`src/common/oag_pkg.sv`:
```
// operand addressing package: codes, field layouts and carrier structs
// assumes a single core clock domain; all users import oag_pkg::*
//
// Contract
// - immediate mode returns the operand taken straight from the instruction byte.
// - direct mode uses the operand field as address, only in sfr, internal ram or bit space.
// - sfr and bit space are reached only by direct addressing, never by indirect access.
// - indirect mode reads r0 or r1 and uses its contents as internal ram address.
// - register mode picks r0 to r7 from the lowest three opcode bits.
// - accumulator, b, data pointer and carry are selected implicitly by the opcode.
// - working registers are mapped into the bank chosen by the two bank-select bits.
// - relative branch target is the program counter plus the second instruction byte.
// - the relative offset is a signed byte, giving a reach of -128 to +127.
// - branch_if_carry keeps the program counter when carry is clear, else loads the target.
// - indexed mode uses the program counter or the data pointer as base.
// - code_table_move adds accumulator to data pointer or program counter, fetches that byte into accumulator.
// - bit operations use carry as bit accumulator and take the bit address from the operand.
// - bit and byte addresses share one encoding; the opcode decides which is meant.
package oag_pkg;

    // ****************************************************************
    // opcodes and opcode fields
    // ****************************************************************
    localparam logic [7:0] OP_BR_CARRY   = 8'h40; // branch_if_carry
    localparam logic [7:0] OP_BR_NCARRY  = 8'h50;
    localparam logic [7:0] OP_BR_ZERO    = 8'h60;
    localparam logic [7:0] OP_BR_NZERO   = 8'h70;
    localparam logic [7:0] OP_BR_ALWAYS  = 8'h80;
    localparam logic [7:0] OP_CTM_PC     = 8'h83; // code_table_move, pc base
    localparam logic [7:0] OP_CTM_DP     = 8'h93; // code_table_move, data_pointer base
    localparam logic [7:0] OP_INC_DP     = 8'ha3;
    localparam logic [7:0] OP_DIV_AB     = 8'h84;
    localparam logic [7:0] OP_MUL_AB     = 8'ha4;
    localparam logic [3:0] LO_DIRECT     = 4'h5;
    localparam logic [3:0] LO_IMM_ACC    = 4'h4;
    localparam logic [3:0] LO_BIT        = 4'h2;
    localparam logic [3:0] LO_CARRY      = 4'h3;
    localparam logic [3:0] HI_IMM_FIRST  = 4'h2;
    localparam logic [3:0] HI_IMM_LAST   = 4'h7;
    localparam logic [3:0] HI_BIT_FIRST  = 4'h7;
    localparam logic [3:0] HI_BIT_LAST   = 4'hd;
    localparam logic [3:0] HI_CARRY_FIRST = 4'hb;
    localparam logic [3:0] HI_CARRY_LAST = 4'hd;
    localparam int         REG_BIT       = 3;     // opcode bit marking register mode
    localparam logic [2:0] IND_PATTERN   = 3'b011; // opcode [3:1] of @r0/@r1

    // ****************************************************************
    // address space layout
    // ****************************************************************
    localparam logic [7:0] SFR_BASE      = 8'h80;
    localparam logic [7:0] BIT_RAM_BASE  = 8'h20;
    localparam logic [7:0] SFR_ROW_MASK  = 8'hf8;
    localparam int         BANK_SHIFT    = 3;     // eight registers per bank

    // ****************************************************************
    // enumerations
    // ****************************************************************
    typedef enum logic [2:0] {
        MODE_IMM = 3'h0, MODE_DIR = 3'h1, MODE_IND = 3'h2, MODE_REG = 3'h3,
        MODE_REL = 3'h4, MODE_IDX = 3'h5, MODE_BIT = 3'h6, MODE_IMP = 3'h7
    } oag_mode_t;

    typedef enum logic [2:0] {
        SP_NONE = 3'h0, SP_IMM = 3'h1, SP_IRAM = 3'h2, SP_SFR = 3'h3,
        SP_BIT  = 3'h4, SP_CODE = 3'h5, SP_CORE = 3'h6
    } oag_space_t;

    typedef enum logic [2:0] {
        IMP_NONE = 3'h0, IMP_ACC = 3'h1, IMP_B = 3'h2, IMP_DATA_POINTER = 3'h3, IMP_CARRY = 3'h4
    } oag_imp_t;

    typedef enum logic [2:0] {
        ST_IDLE = 3'b001, ST_PTR = 3'b010, ST_CODE = 3'b100
    } oag_state_t;

    // ****************************************************************
    // carriers
    // ****************************************************************
    typedef struct packed {
        logic [7:0] op;     // opcode byte
        logic [7:0] b1;     // second instruction byte
    } oag_instr_t;

    typedef struct packed {
        logic [7:0]  acc;
        logic [15:0] data_pointer;
        logic [15:0] pc_next;   // address of the following instruction
        logic        carry;
        logic        bank_select_high;
        logic        bank_select_low;
    } oag_core_t;

    typedef struct packed {
        logic        rd;
        oag_space_t  space;
        logic [15:0] addr;
    } oag_mem_req_t;

    typedef struct packed {
        oag_mode_t   mode;
        oag_space_t  space;
        logic [15:0] addr;
        logic [7:0]  value;
        logic [2:0]  bit_idx;
        oag_imp_t    imp;
        logic        pc_load;
        logic [15:0] pc_target;
        logic        acc_load;
        logic [7:0]  acc_data;
    } oag_res_t;

    typedef struct packed {
        oag_state_t   st;
        oag_mem_req_t mem;
        oag_res_t     res;
        logic         done;
    } oag_regs_t;

endpackage

```
`src/rtl/oag_bank_map.sv`:
```
// working register to internal ram address mapping
// assumes bank bits and register index come from the core on the same clock
`timescale 1ns/1ps

module oag_bank_map
    import oag_pkg::*;
(
    // bank selection
    input  wire logic       i_bank_hi,
    input  wire logic       i_bank_lo,
    // register index
    input  wire logic [2:0] i_reg_idx,
    // ram address of the register
    output logic [7:0]      o_ram_addr
);

    // bank number times eight plus register index
    assign o_ram_addr = 8'({i_bank_hi, i_bank_lo, i_reg_idx});

endmodule

```
`src/rtl/oag_operand_addr_gen.sv`:
```
// operand address generator: decodes the addressing mode of one instruction
// assumes the core holds the request until o_ready and answers reads with i_mem_ack
// one instruction in flight; a request while busy is dropped
// a memory answer may take any number of cycles
`timescale 1ns/1ps

module oag_operand_addr_gen
    import oag_pkg::*;
(
    // clock and reset
    input  wire logic         i_clk,
    input  wire logic         i_nrst,
    // instruction request
    input  wire logic         i_valid,
    input  wire oag_instr_t   i_instr,
    input  wire oag_core_t    i_core,
    output logic              o_ready,
    // memory read port
    output oag_mem_req_t      o_mem,
    input  wire logic         i_mem_ack,
    input  wire logic [7:0]   i_mem_rdata,
    // result
    output logic              o_done,
    output oag_res_t          o_res
);

    // ****************************************************************
    // decode functions
    // ****************************************************************

    // direct byte address: upper half is sfr space, lower half internal ram
    function automatic oag_space_t direct_space(input logic [7:0] a);
        if (a >= SFR_BASE) begin
            direct_space = SP_SFR;
        end else begin
            direct_space = SP_IRAM;
        end
    endfunction

    // bit address to the byte that holds it, same encoding as direct bytes
    function automatic logic [7:0] bit_byte(input logic [7:0] ba);
        if (ba >= SFR_BASE) begin
            // sfr bit: row of eight
            bit_byte = ba & SFR_ROW_MASK;
        end else begin
            // ram bit: bit area byte
            bit_byte = 8'(BIT_RAM_BASE + {4'h0, ba[6:3]});
        end
    endfunction

    // addressing mode from the opcode alone
    function automatic oag_mode_t op_mode(input logic [7:0] op);
        logic [3:0] hi;
        logic [3:0] lo;

        // opcode nibbles
        hi = op[7:4];
        lo = op[3:0];
        if (op == OP_CTM_PC || op == OP_CTM_DP) begin
            // code table reads
            op_mode = MODE_IDX;
        end else if (op == OP_BR_CARRY || op == OP_BR_NCARRY || op == OP_BR_ZERO
                     || op == OP_BR_NZERO || op == OP_BR_ALWAYS) begin
            // short branches
            op_mode = MODE_REL;
        end else if (op[REG_BIT]) begin
            // r0 to r7
            op_mode = MODE_REG;
        end else if (op[3:1] == IND_PATTERN) begin
            // @r0 or @r1
            op_mode = MODE_IND;
        end else if (lo == LO_DIRECT) begin
            // address byte
            op_mode = MODE_DIR;
        end else if (lo == LO_IMM_ACC && hi >= HI_IMM_FIRST && hi <= HI_IMM_LAST) begin
            // value byte
            op_mode = MODE_IMM;
        end else if (lo == LO_BIT && hi >= HI_BIT_FIRST && hi <= HI_BIT_LAST) begin
            // bit address byte
            op_mode = MODE_BIT;
        end else begin
            // opcode-only forms
            op_mode = MODE_IMP;
        end
    endfunction

    // implicit register named by the opcode
    function automatic oag_imp_t op_imp(input logic [7:0] op);
        if (op == OP_MUL_AB || op == OP_DIV_AB) begin
            // multiply, divide
            op_imp = IMP_B;
        end else if (op == OP_INC_DP) begin
            // pointer increment
            op_imp = IMP_DATA_POINTER;
        end else if (op[3:0] == LO_CARRY && op[7:4] >= HI_CARRY_FIRST
                     && op[7:4] <= HI_CARRY_LAST) begin
            // carry-only forms
            op_imp = IMP_CARRY;
        end else begin
            // accumulator
            op_imp = IMP_ACC;
        end
    endfunction

    // ****************************************************************
    // state and working register addresses
    // ****************************************************************
    // state and its next value
    oag_regs_t   s_reg;
    oag_regs_t   s_next;

    // working register address path
    logic [7:0]  reg_ram_addr;
    logic [2:0]  reg_idx;

    // decode and branch terms
    oag_mode_t   dec_mode;
    logic [15:0] rel_offset;
    logic [15:0] rel_target;
    logic [15:0] idx_base;
    logic        br_take;

    // register mode uses op[2:0]; indirect reads r0 or r1 by op[0]
    assign reg_idx = i_instr.op[REG_BIT] ? i_instr.op[2:0] : {2'b00, i_instr.op[0]};

    // bank bits pick the register window
    oag_bank_map u_bank_map (
        .i_bank_hi  (i_core.bank_select_high),
        .i_bank_lo  (i_core.bank_select_low),
        .i_reg_idx  (reg_idx),
        .o_ram_addr (reg_ram_addr)
    );

    // mode of the current opcode
    assign dec_mode   = op_mode(i_instr.op);

    // offset byte read as a signed value
    assign rel_offset = {{8{i_instr.b1[7]}}, i_instr.b1};

    // target counts from the following instruction
    assign rel_target = 16'(i_core.pc_next + rel_offset);

    // index base: data pointer or program counter
    assign idx_base   = (i_instr.op == OP_CTM_DP) ? i_core.data_pointer : i_core.pc_next;

    // branch condition by opcode
    always_comb begin
        case (i_instr.op)
            // carry set
            OP_BR_CARRY:  br_take = i_core.carry;
            // carry clear
            OP_BR_NCARRY: br_take = ~i_core.carry;
            // accumulator zero
            OP_BR_ZERO:   br_take = (i_core.acc == 8'h00);
            // accumulator not zero
            OP_BR_NZERO:  br_take = (i_core.acc != 8'h00);
            // short jump always taken
            default:      br_take = 1'b1;
        endcase
    end

    // ****************************************************************
    // next state
    // ****************************************************************
    always_comb begin
        // hold state by default; done is a pulse
        s_next      = s_reg;
        s_next.done = 1'b0;

        case (s_reg.st)
            // take a request
            ST_IDLE: begin
                if (i_valid) begin
                    // a new result replaces the old one
                    s_next.res      = '0;
                    s_next.res.mode = dec_mode;
                    s_next.res.imp  = IMP_NONE;
                    s_next.done     = 1'b1;

                    case (dec_mode)
                        // value from the operand byte
                        MODE_IMM: begin
                            s_next.res.space = SP_IMM;
                            s_next.res.value = i_instr.b1;
                            s_next.res.imp   = IMP_ACC;
                        end

                        // operand byte is the address
                        MODE_DIR: begin
                            s_next.res.space = direct_space(i_instr.b1);
                            s_next.res.addr  = {8'h00, i_instr.b1};
                            s_next.res.imp   = IMP_ACC;
                        end

                        MODE_IND: begin
                            // first fetch the pointer held in r0 or r1
                            s_next.done      = 1'b0;
                            s_next.mem.rd    = 1'b1;
                            s_next.mem.space = SP_IRAM;
                            s_next.mem.addr  = {8'h00, reg_ram_addr};
                            s_next.st        = ST_PTR;
                        end

                        // register in the selected bank
                        MODE_REG: begin
                            s_next.res.space = SP_IRAM;
                            s_next.res.addr  = {8'h00, reg_ram_addr};
                            s_next.res.imp   = IMP_ACC;
                        end

                        // branch target or next address
                        MODE_REL: begin
                            s_next.res.space     = SP_CODE;
                            s_next.res.pc_target = br_take ? rel_target : i_core.pc_next;
                            s_next.res.pc_load   = br_take;
                        end

                        MODE_IDX: begin
                            // table byte read from code space at base plus acc
                            s_next.done      = 1'b0;
                            s_next.mem.rd    = 1'b1;
                            s_next.mem.space = SP_CODE;
                            s_next.mem.addr  = 16'(idx_base + {8'h00, i_core.acc});
                            s_next.st        = ST_CODE;
                        end

                        // byte holding the bit
                        MODE_BIT: begin
                            s_next.res.space   = SP_BIT;
                            s_next.res.addr    = {8'h00, bit_byte(i_instr.b1)};
                            s_next.res.bit_idx = i_instr.b1[2:0];
                            s_next.res.imp     = IMP_CARRY;
                        end

                        // opcode-only register
                        default: begin
                            s_next.res.space = SP_CORE;
                            s_next.res.imp   = op_imp(i_instr.op);
                        end
                    endcase
                end
            end

            // pointer read; requests are dropped meanwhile
            ST_PTR: begin
                if (i_mem_ack) begin
                    // pointer contents always address internal ram, never sfr
                    s_next.mem       = '0;
                    s_next.res.space = SP_IRAM;
                    s_next.res.addr  = {8'h00, i_mem_rdata};
                    s_next.res.imp   = IMP_ACC;
                    s_next.done      = 1'b1;
                    s_next.st        = ST_IDLE;
                end
            end

            // table read; byte goes to the accumulator
            ST_CODE: begin
                if (i_mem_ack) begin
                    s_next.mem          = '0;
                    s_next.res.space    = SP_CODE;
                    s_next.res.addr     = s_reg.mem.addr;
                    s_next.res.imp      = IMP_ACC;
                    s_next.res.acc_load = 1'b1;
                    s_next.res.acc_data = i_mem_rdata;
                    s_next.done         = 1'b1;
                    s_next.st           = ST_IDLE;
                end
            end

            // illegal state code: back to idle
            default: begin
                s_next    = '0;
                s_next.st = ST_IDLE;
            end
        endcase
    end

    // ****************************************************************
    // state register
    // ****************************************************************
    // cleared to idle on reset
    always_ff @(posedge i_clk or negedge i_nrst) begin
        if (!i_nrst) begin
            s_reg    <= '0;
            s_reg.st <= ST_IDLE;
        end else begin
            s_reg <= s_next;
        end
    end

    // ****************************************************************
    // outputs
    // ****************************************************************
    // ready only while no read is pending
    assign o_ready = (s_reg.st == ST_IDLE);

    // registered request and result
    assign o_mem   = s_reg.mem;
    assign o_done  = s_reg.done;
    assign o_res   = s_reg.res;

endmodule

```
`config.mk`:
```
export PLATFORM = sky130hd
export DESIGN_NAME = oag_operand_addr_gen
export DESIGN_NICKNAME = d
export VERILOG_FILES = /design/src/common/oag_pkg.sv /design/src/rtl/oag_bank_map.sv /design/src/rtl/oag_operand_addr_gen.sv
export SDC_FILE = /design/constraint.sdc
export NUM_CORES = 1
export LEC_CHECK = 0
export ABC_AREA = 1
export BUFFER_PORTS_ARGS = -buffer_cell sky130_fd_sc_hd__buf_4
export CAP_MARGIN = 10
export CORE_AREA = 8 8 160 87
export DETAILED_ROUTE_END_ITERATION = 10
export DIE_AREA = 0 0 168 95
export PLACE_DENSITY = 0.93
export SYNTH_ARGS = -nofsm -noshare
export SYNTH_HDL_FRONTEND = slang
export SYNTH_SLANG_ARGS = --single-unit
```
`constraint.sdc`:
```
create_clock -name i_clk -period 2.1 [get_ports i_clk]
set_input_delay 0.315 -clock i_clk [delete_from_list [all_inputs] [get_ports i_clk]]
set_output_delay 0.315 -clock i_clk [all_outputs]
set_load 0.005 [all_outputs]
```
==> flow_summary_export.csv <==
group,metric,value,unit
status,status,"finished with violations",
status,violations,"setup timing",
cells_and_area,register_area,0.00208,mm^2
floorplanning,rows,28,
routing,wl_per_cell,17.7,um
pwr,power.share.sequential,0.348,
cells_and_area,layout.cells.most_common,"nand2_1",
synthesis,syn_avg_cell_area,6.91,um^2
routing,drt-initial-drc-count,835,
floorplanning,ios,155,
synthesis,yosysSeqAreaShare,0.334,
placement,gp_congestion,0.980,
floorplanning,dieArea,0.0160,mm^2
setup_path,crit_top_cell,"nor2_4",
sta,skew,7.03,ps
routing,first_pass_iters,5,
sta,drv_slew,0,
setup_path,max_stage_delay,390,ps
synthesis,synth_edf_count,0,
routing,via_count,6595,
setup_path,regToRegSetupSlack,130,ps
sta,hold_viol,0,
clock_tree,clock-sinks,83,
pwr,ir_worst_vdd,406,uV
setup_path,required,2380,ps
floorplanning,core_area,0.0115,mm^2
setup_path,crit_path_top_delay_cell,"fa_2",
job,maxCapViolCount,0,
sta,tightest_slew,503,ps
clock_tree,cts_tree,"yes",
synthesis,ys_types,46,
clock_tree,cts_buffers,9,
clock_tree,cts.htree.levels,3,
sta,fin_crit_sh,1.09,
routing,drc,0,
sta,rsz0062_at_grt,"yes",
sta,max_slew_margin,0.665,
routing,vias_per_cell,5.51,
cells_and_area,multi_input_area,0.00325,mm^2
cells_and_area,nets,1137,
sta,fmax,0.435,GHz
routing,wl,21200,um
setup_path,r2r_end,"o_mem[3]",
setup_path,crit_path_end_kind,"register",
floorplanning,fp.dieW,168,um
synthesis,syn_nets,996,
sta,hold_slack,211,ps
synthesis,netlist_area,0.00622,mm^2
global_route,overflow,0,
pwr,swShare,0.358,
global_route,antenna_found_initial,0,
setup_path,cp.arrival,2580,ps
cells_and_area,insertedDiodeCount,0,
floorplanning,die_h,95,um
global_route,grt_pass1_wl,32500,um
pwr,pwr-share-comb,0.352,
pwr,switchingPower,1.91,mW
pwr,total_power,5.32,mW
placement,port_buffers,154,
clock_tree,clkTransAtPathRegs,70,ps
pwr,power_density,669,mW/mm^2
placement,dp_hpwl,16600,um
global_route,grt_max_degree,44,
setup_path,rr_worst_depth,8,
setup_path,start_kind,"primary input",
clock_tree,clock_path_buffers,2,
setup_path,path_cells,"buf_8, inv_6, nand2_4, nor2_4, nand3_4, nor2_4, nor2_2, nor2_1, ha_2, inv_2, fa_2, o21ai_4, nand2_2, nand2_2, inv_2, nor2_4, nand3_2, nand2_1, nand3_1, nand2_1",
cells_and_area,drive_gt1_frac,0.296,
min_path,holdPathStages,3,
setup_path,critPathKind,"in -> reg",
placement,dp_slack,-470,ps
routing,drtAntennaViolNets,0,
global_route,grt_use_total,0.257,
cells_and_area,largest_register_ffs,62,
pwr,p_int,3.42,mW
synthesis,yosysWarnings,0,
min_path,min_from,"i_mem_rdata[6]",
pwr,pwr-share-clk,0.300,
clock_tree,cts_root_buf,"clkbuf_16",
cells_and_area,nFillCells,958,
synthesis,ys_ff_latch,83,
cells_and_area,layout.cells.most_common_list,"283 x nand2_1, 224 x buf_4, 82 x dfrtp_1",
pwr,leakagePower,4.41,nW
synthesis,netlist_instances,900,
setup_path,r2r-start,"s_reg[83]",
setup_path,cp_max_fo,6,
cells_and_area,syn_to_final_growth,27.8,%
synthesis,async_flop_share,1.00,
sta,layout_setup_ws,-199,ps
synthesis,ys.flop_type,"dfrtp_1",
min_path,worst_hold_path_type,"in -> reg",
sta,period_minus_slack,2300,ps
min_path,holdPathEnd,"o_res[6]",
floorplanning,initial_core_util,0.540,
clock_tree,insertion_delay,350,ps
sta,setup_violations,10,
global_route,grt_pass1_vias,6234,
power by group through the flow:
stage	registers (mW)	clock network, mW	logic (mW)
floorplan	1.84	0	1.08
global placement	1.86	0	1.72
detailed placement	1.88	0	1.76
CTS	1.85	1.61	1.78
global route	1.86	1.67	2.04
finish	1.85	1.60	1.88
through the flow:
step | std cells | util | setup TNS [ps] | instance area, um^2
finish | 1196 | 0.690 | -1230 | 7950
global route | 1196 | 0.690 | -2680 | 7950
floorplan | 900 | - | -3080 | 6270
CTS | 1189 | 0.674 | -150 | 7770
detailed placement | 1169 | 0.643 | -5040 | 7410
global placement | 1169 | 0.643 | -4050 | 7410
worst max-delay path, delay by kind of cell:
kind | cells | cell delay [ps]
AOI/OAI and AO/OA | 1 | 200
and+or+nand+nor | 13 | 1220
buffers and inverters | 4 | 240
adders and majority gates | 2 | 580
cells in the mapped netlist, types with 3 or more instances:
master / count / share of area
nor2_2: 4 / 0.0040
o21ai_1: 27 / 0.022
o211ai_1: 5 / 0.0060
clkbuf_1: 8 / 0.0048
xnor2_1: 7 / 0.0099
inv_1: 82 / 0.049
o31ai_1: 4 / 0.0048
nand3_1: 70 / 0.056
nand4_1: 4 / 0.0040
o22ai_1: 9 / 0.0090
a22oi_1: 4 / 0.0048
o21ai_0: 34 / 0.027
nand2_1: 291 / 0.18
nor2_1: 65 / 0.039
a21o_1: 3 / 0.0036
a21oi_1: 37 / 0.030
ha_1: 23 / 0.046
nor2_4: 3 / 0.0054
buf_2: 8 / 0.0064
xor2_1: 5 / 0.0070
dfrtp_1: 82 / 0.33
inv_2: 10 / 0.0060
buf_4: 82 / 0.099
nand2_2: 5 / 0.0050
worst max path at each step:
stage                            from   endpoint  cells after the start
after floorplan           i_instr[11]  o_mem[14]                     21
after global placement    i_instr[14]  o_mem[14]                     20
after detailed placement  i_instr[14]  o_mem[14]                     20
after CTS                 i_instr[11]  o_mem[14]                     20
after global routing      i_instr[14]  o_mem[14]                     20
final                     i_instr[11]  o_mem[14]                     20
metal layers:
metal / global-route usage / wire [um] / vias to the layer above
met4: 0.0576 / 383 / 0
met3: 0.0978 / 2790 / 45
li1: - / - / 3089
met5: 0 / 0 / -
met2: 0.375 / 8630 / 430
met1: 0.354 / 9410 / 3031
logic make-up after synthesis:
family | Yosys count | synth area share
AOI/OAI and AO/OA | 129 | 0.116
buffers and inverters | 194 | 0.170
DFF | 83 | 0.334
and+or+nand+nor | 457 | 0.311
xor gates and xnor gates | 12 | 0.0169
adders and majority gates | 25 | 0.0527
repair_timing:
item / CTS / global route
hold buffers: 1 / 0
resized for setup: 7 / 31
pin swaps: 2 / 19
hold endpoints to repair: 16 / 0
setup endpoints to repair: 8 / 20
setup buffers: 3 / 7
final cells by class:
cell class	count	share of cell area
tap	150	0.0236
inverter	94	0.0461
timing repair buffer	230	0.223
multi-input combinational	623	0.408
sequential	83	0.261
clock inverter	4	0.00425
clock buffer	12	0.0335
(Power assumes the default switching activity.)
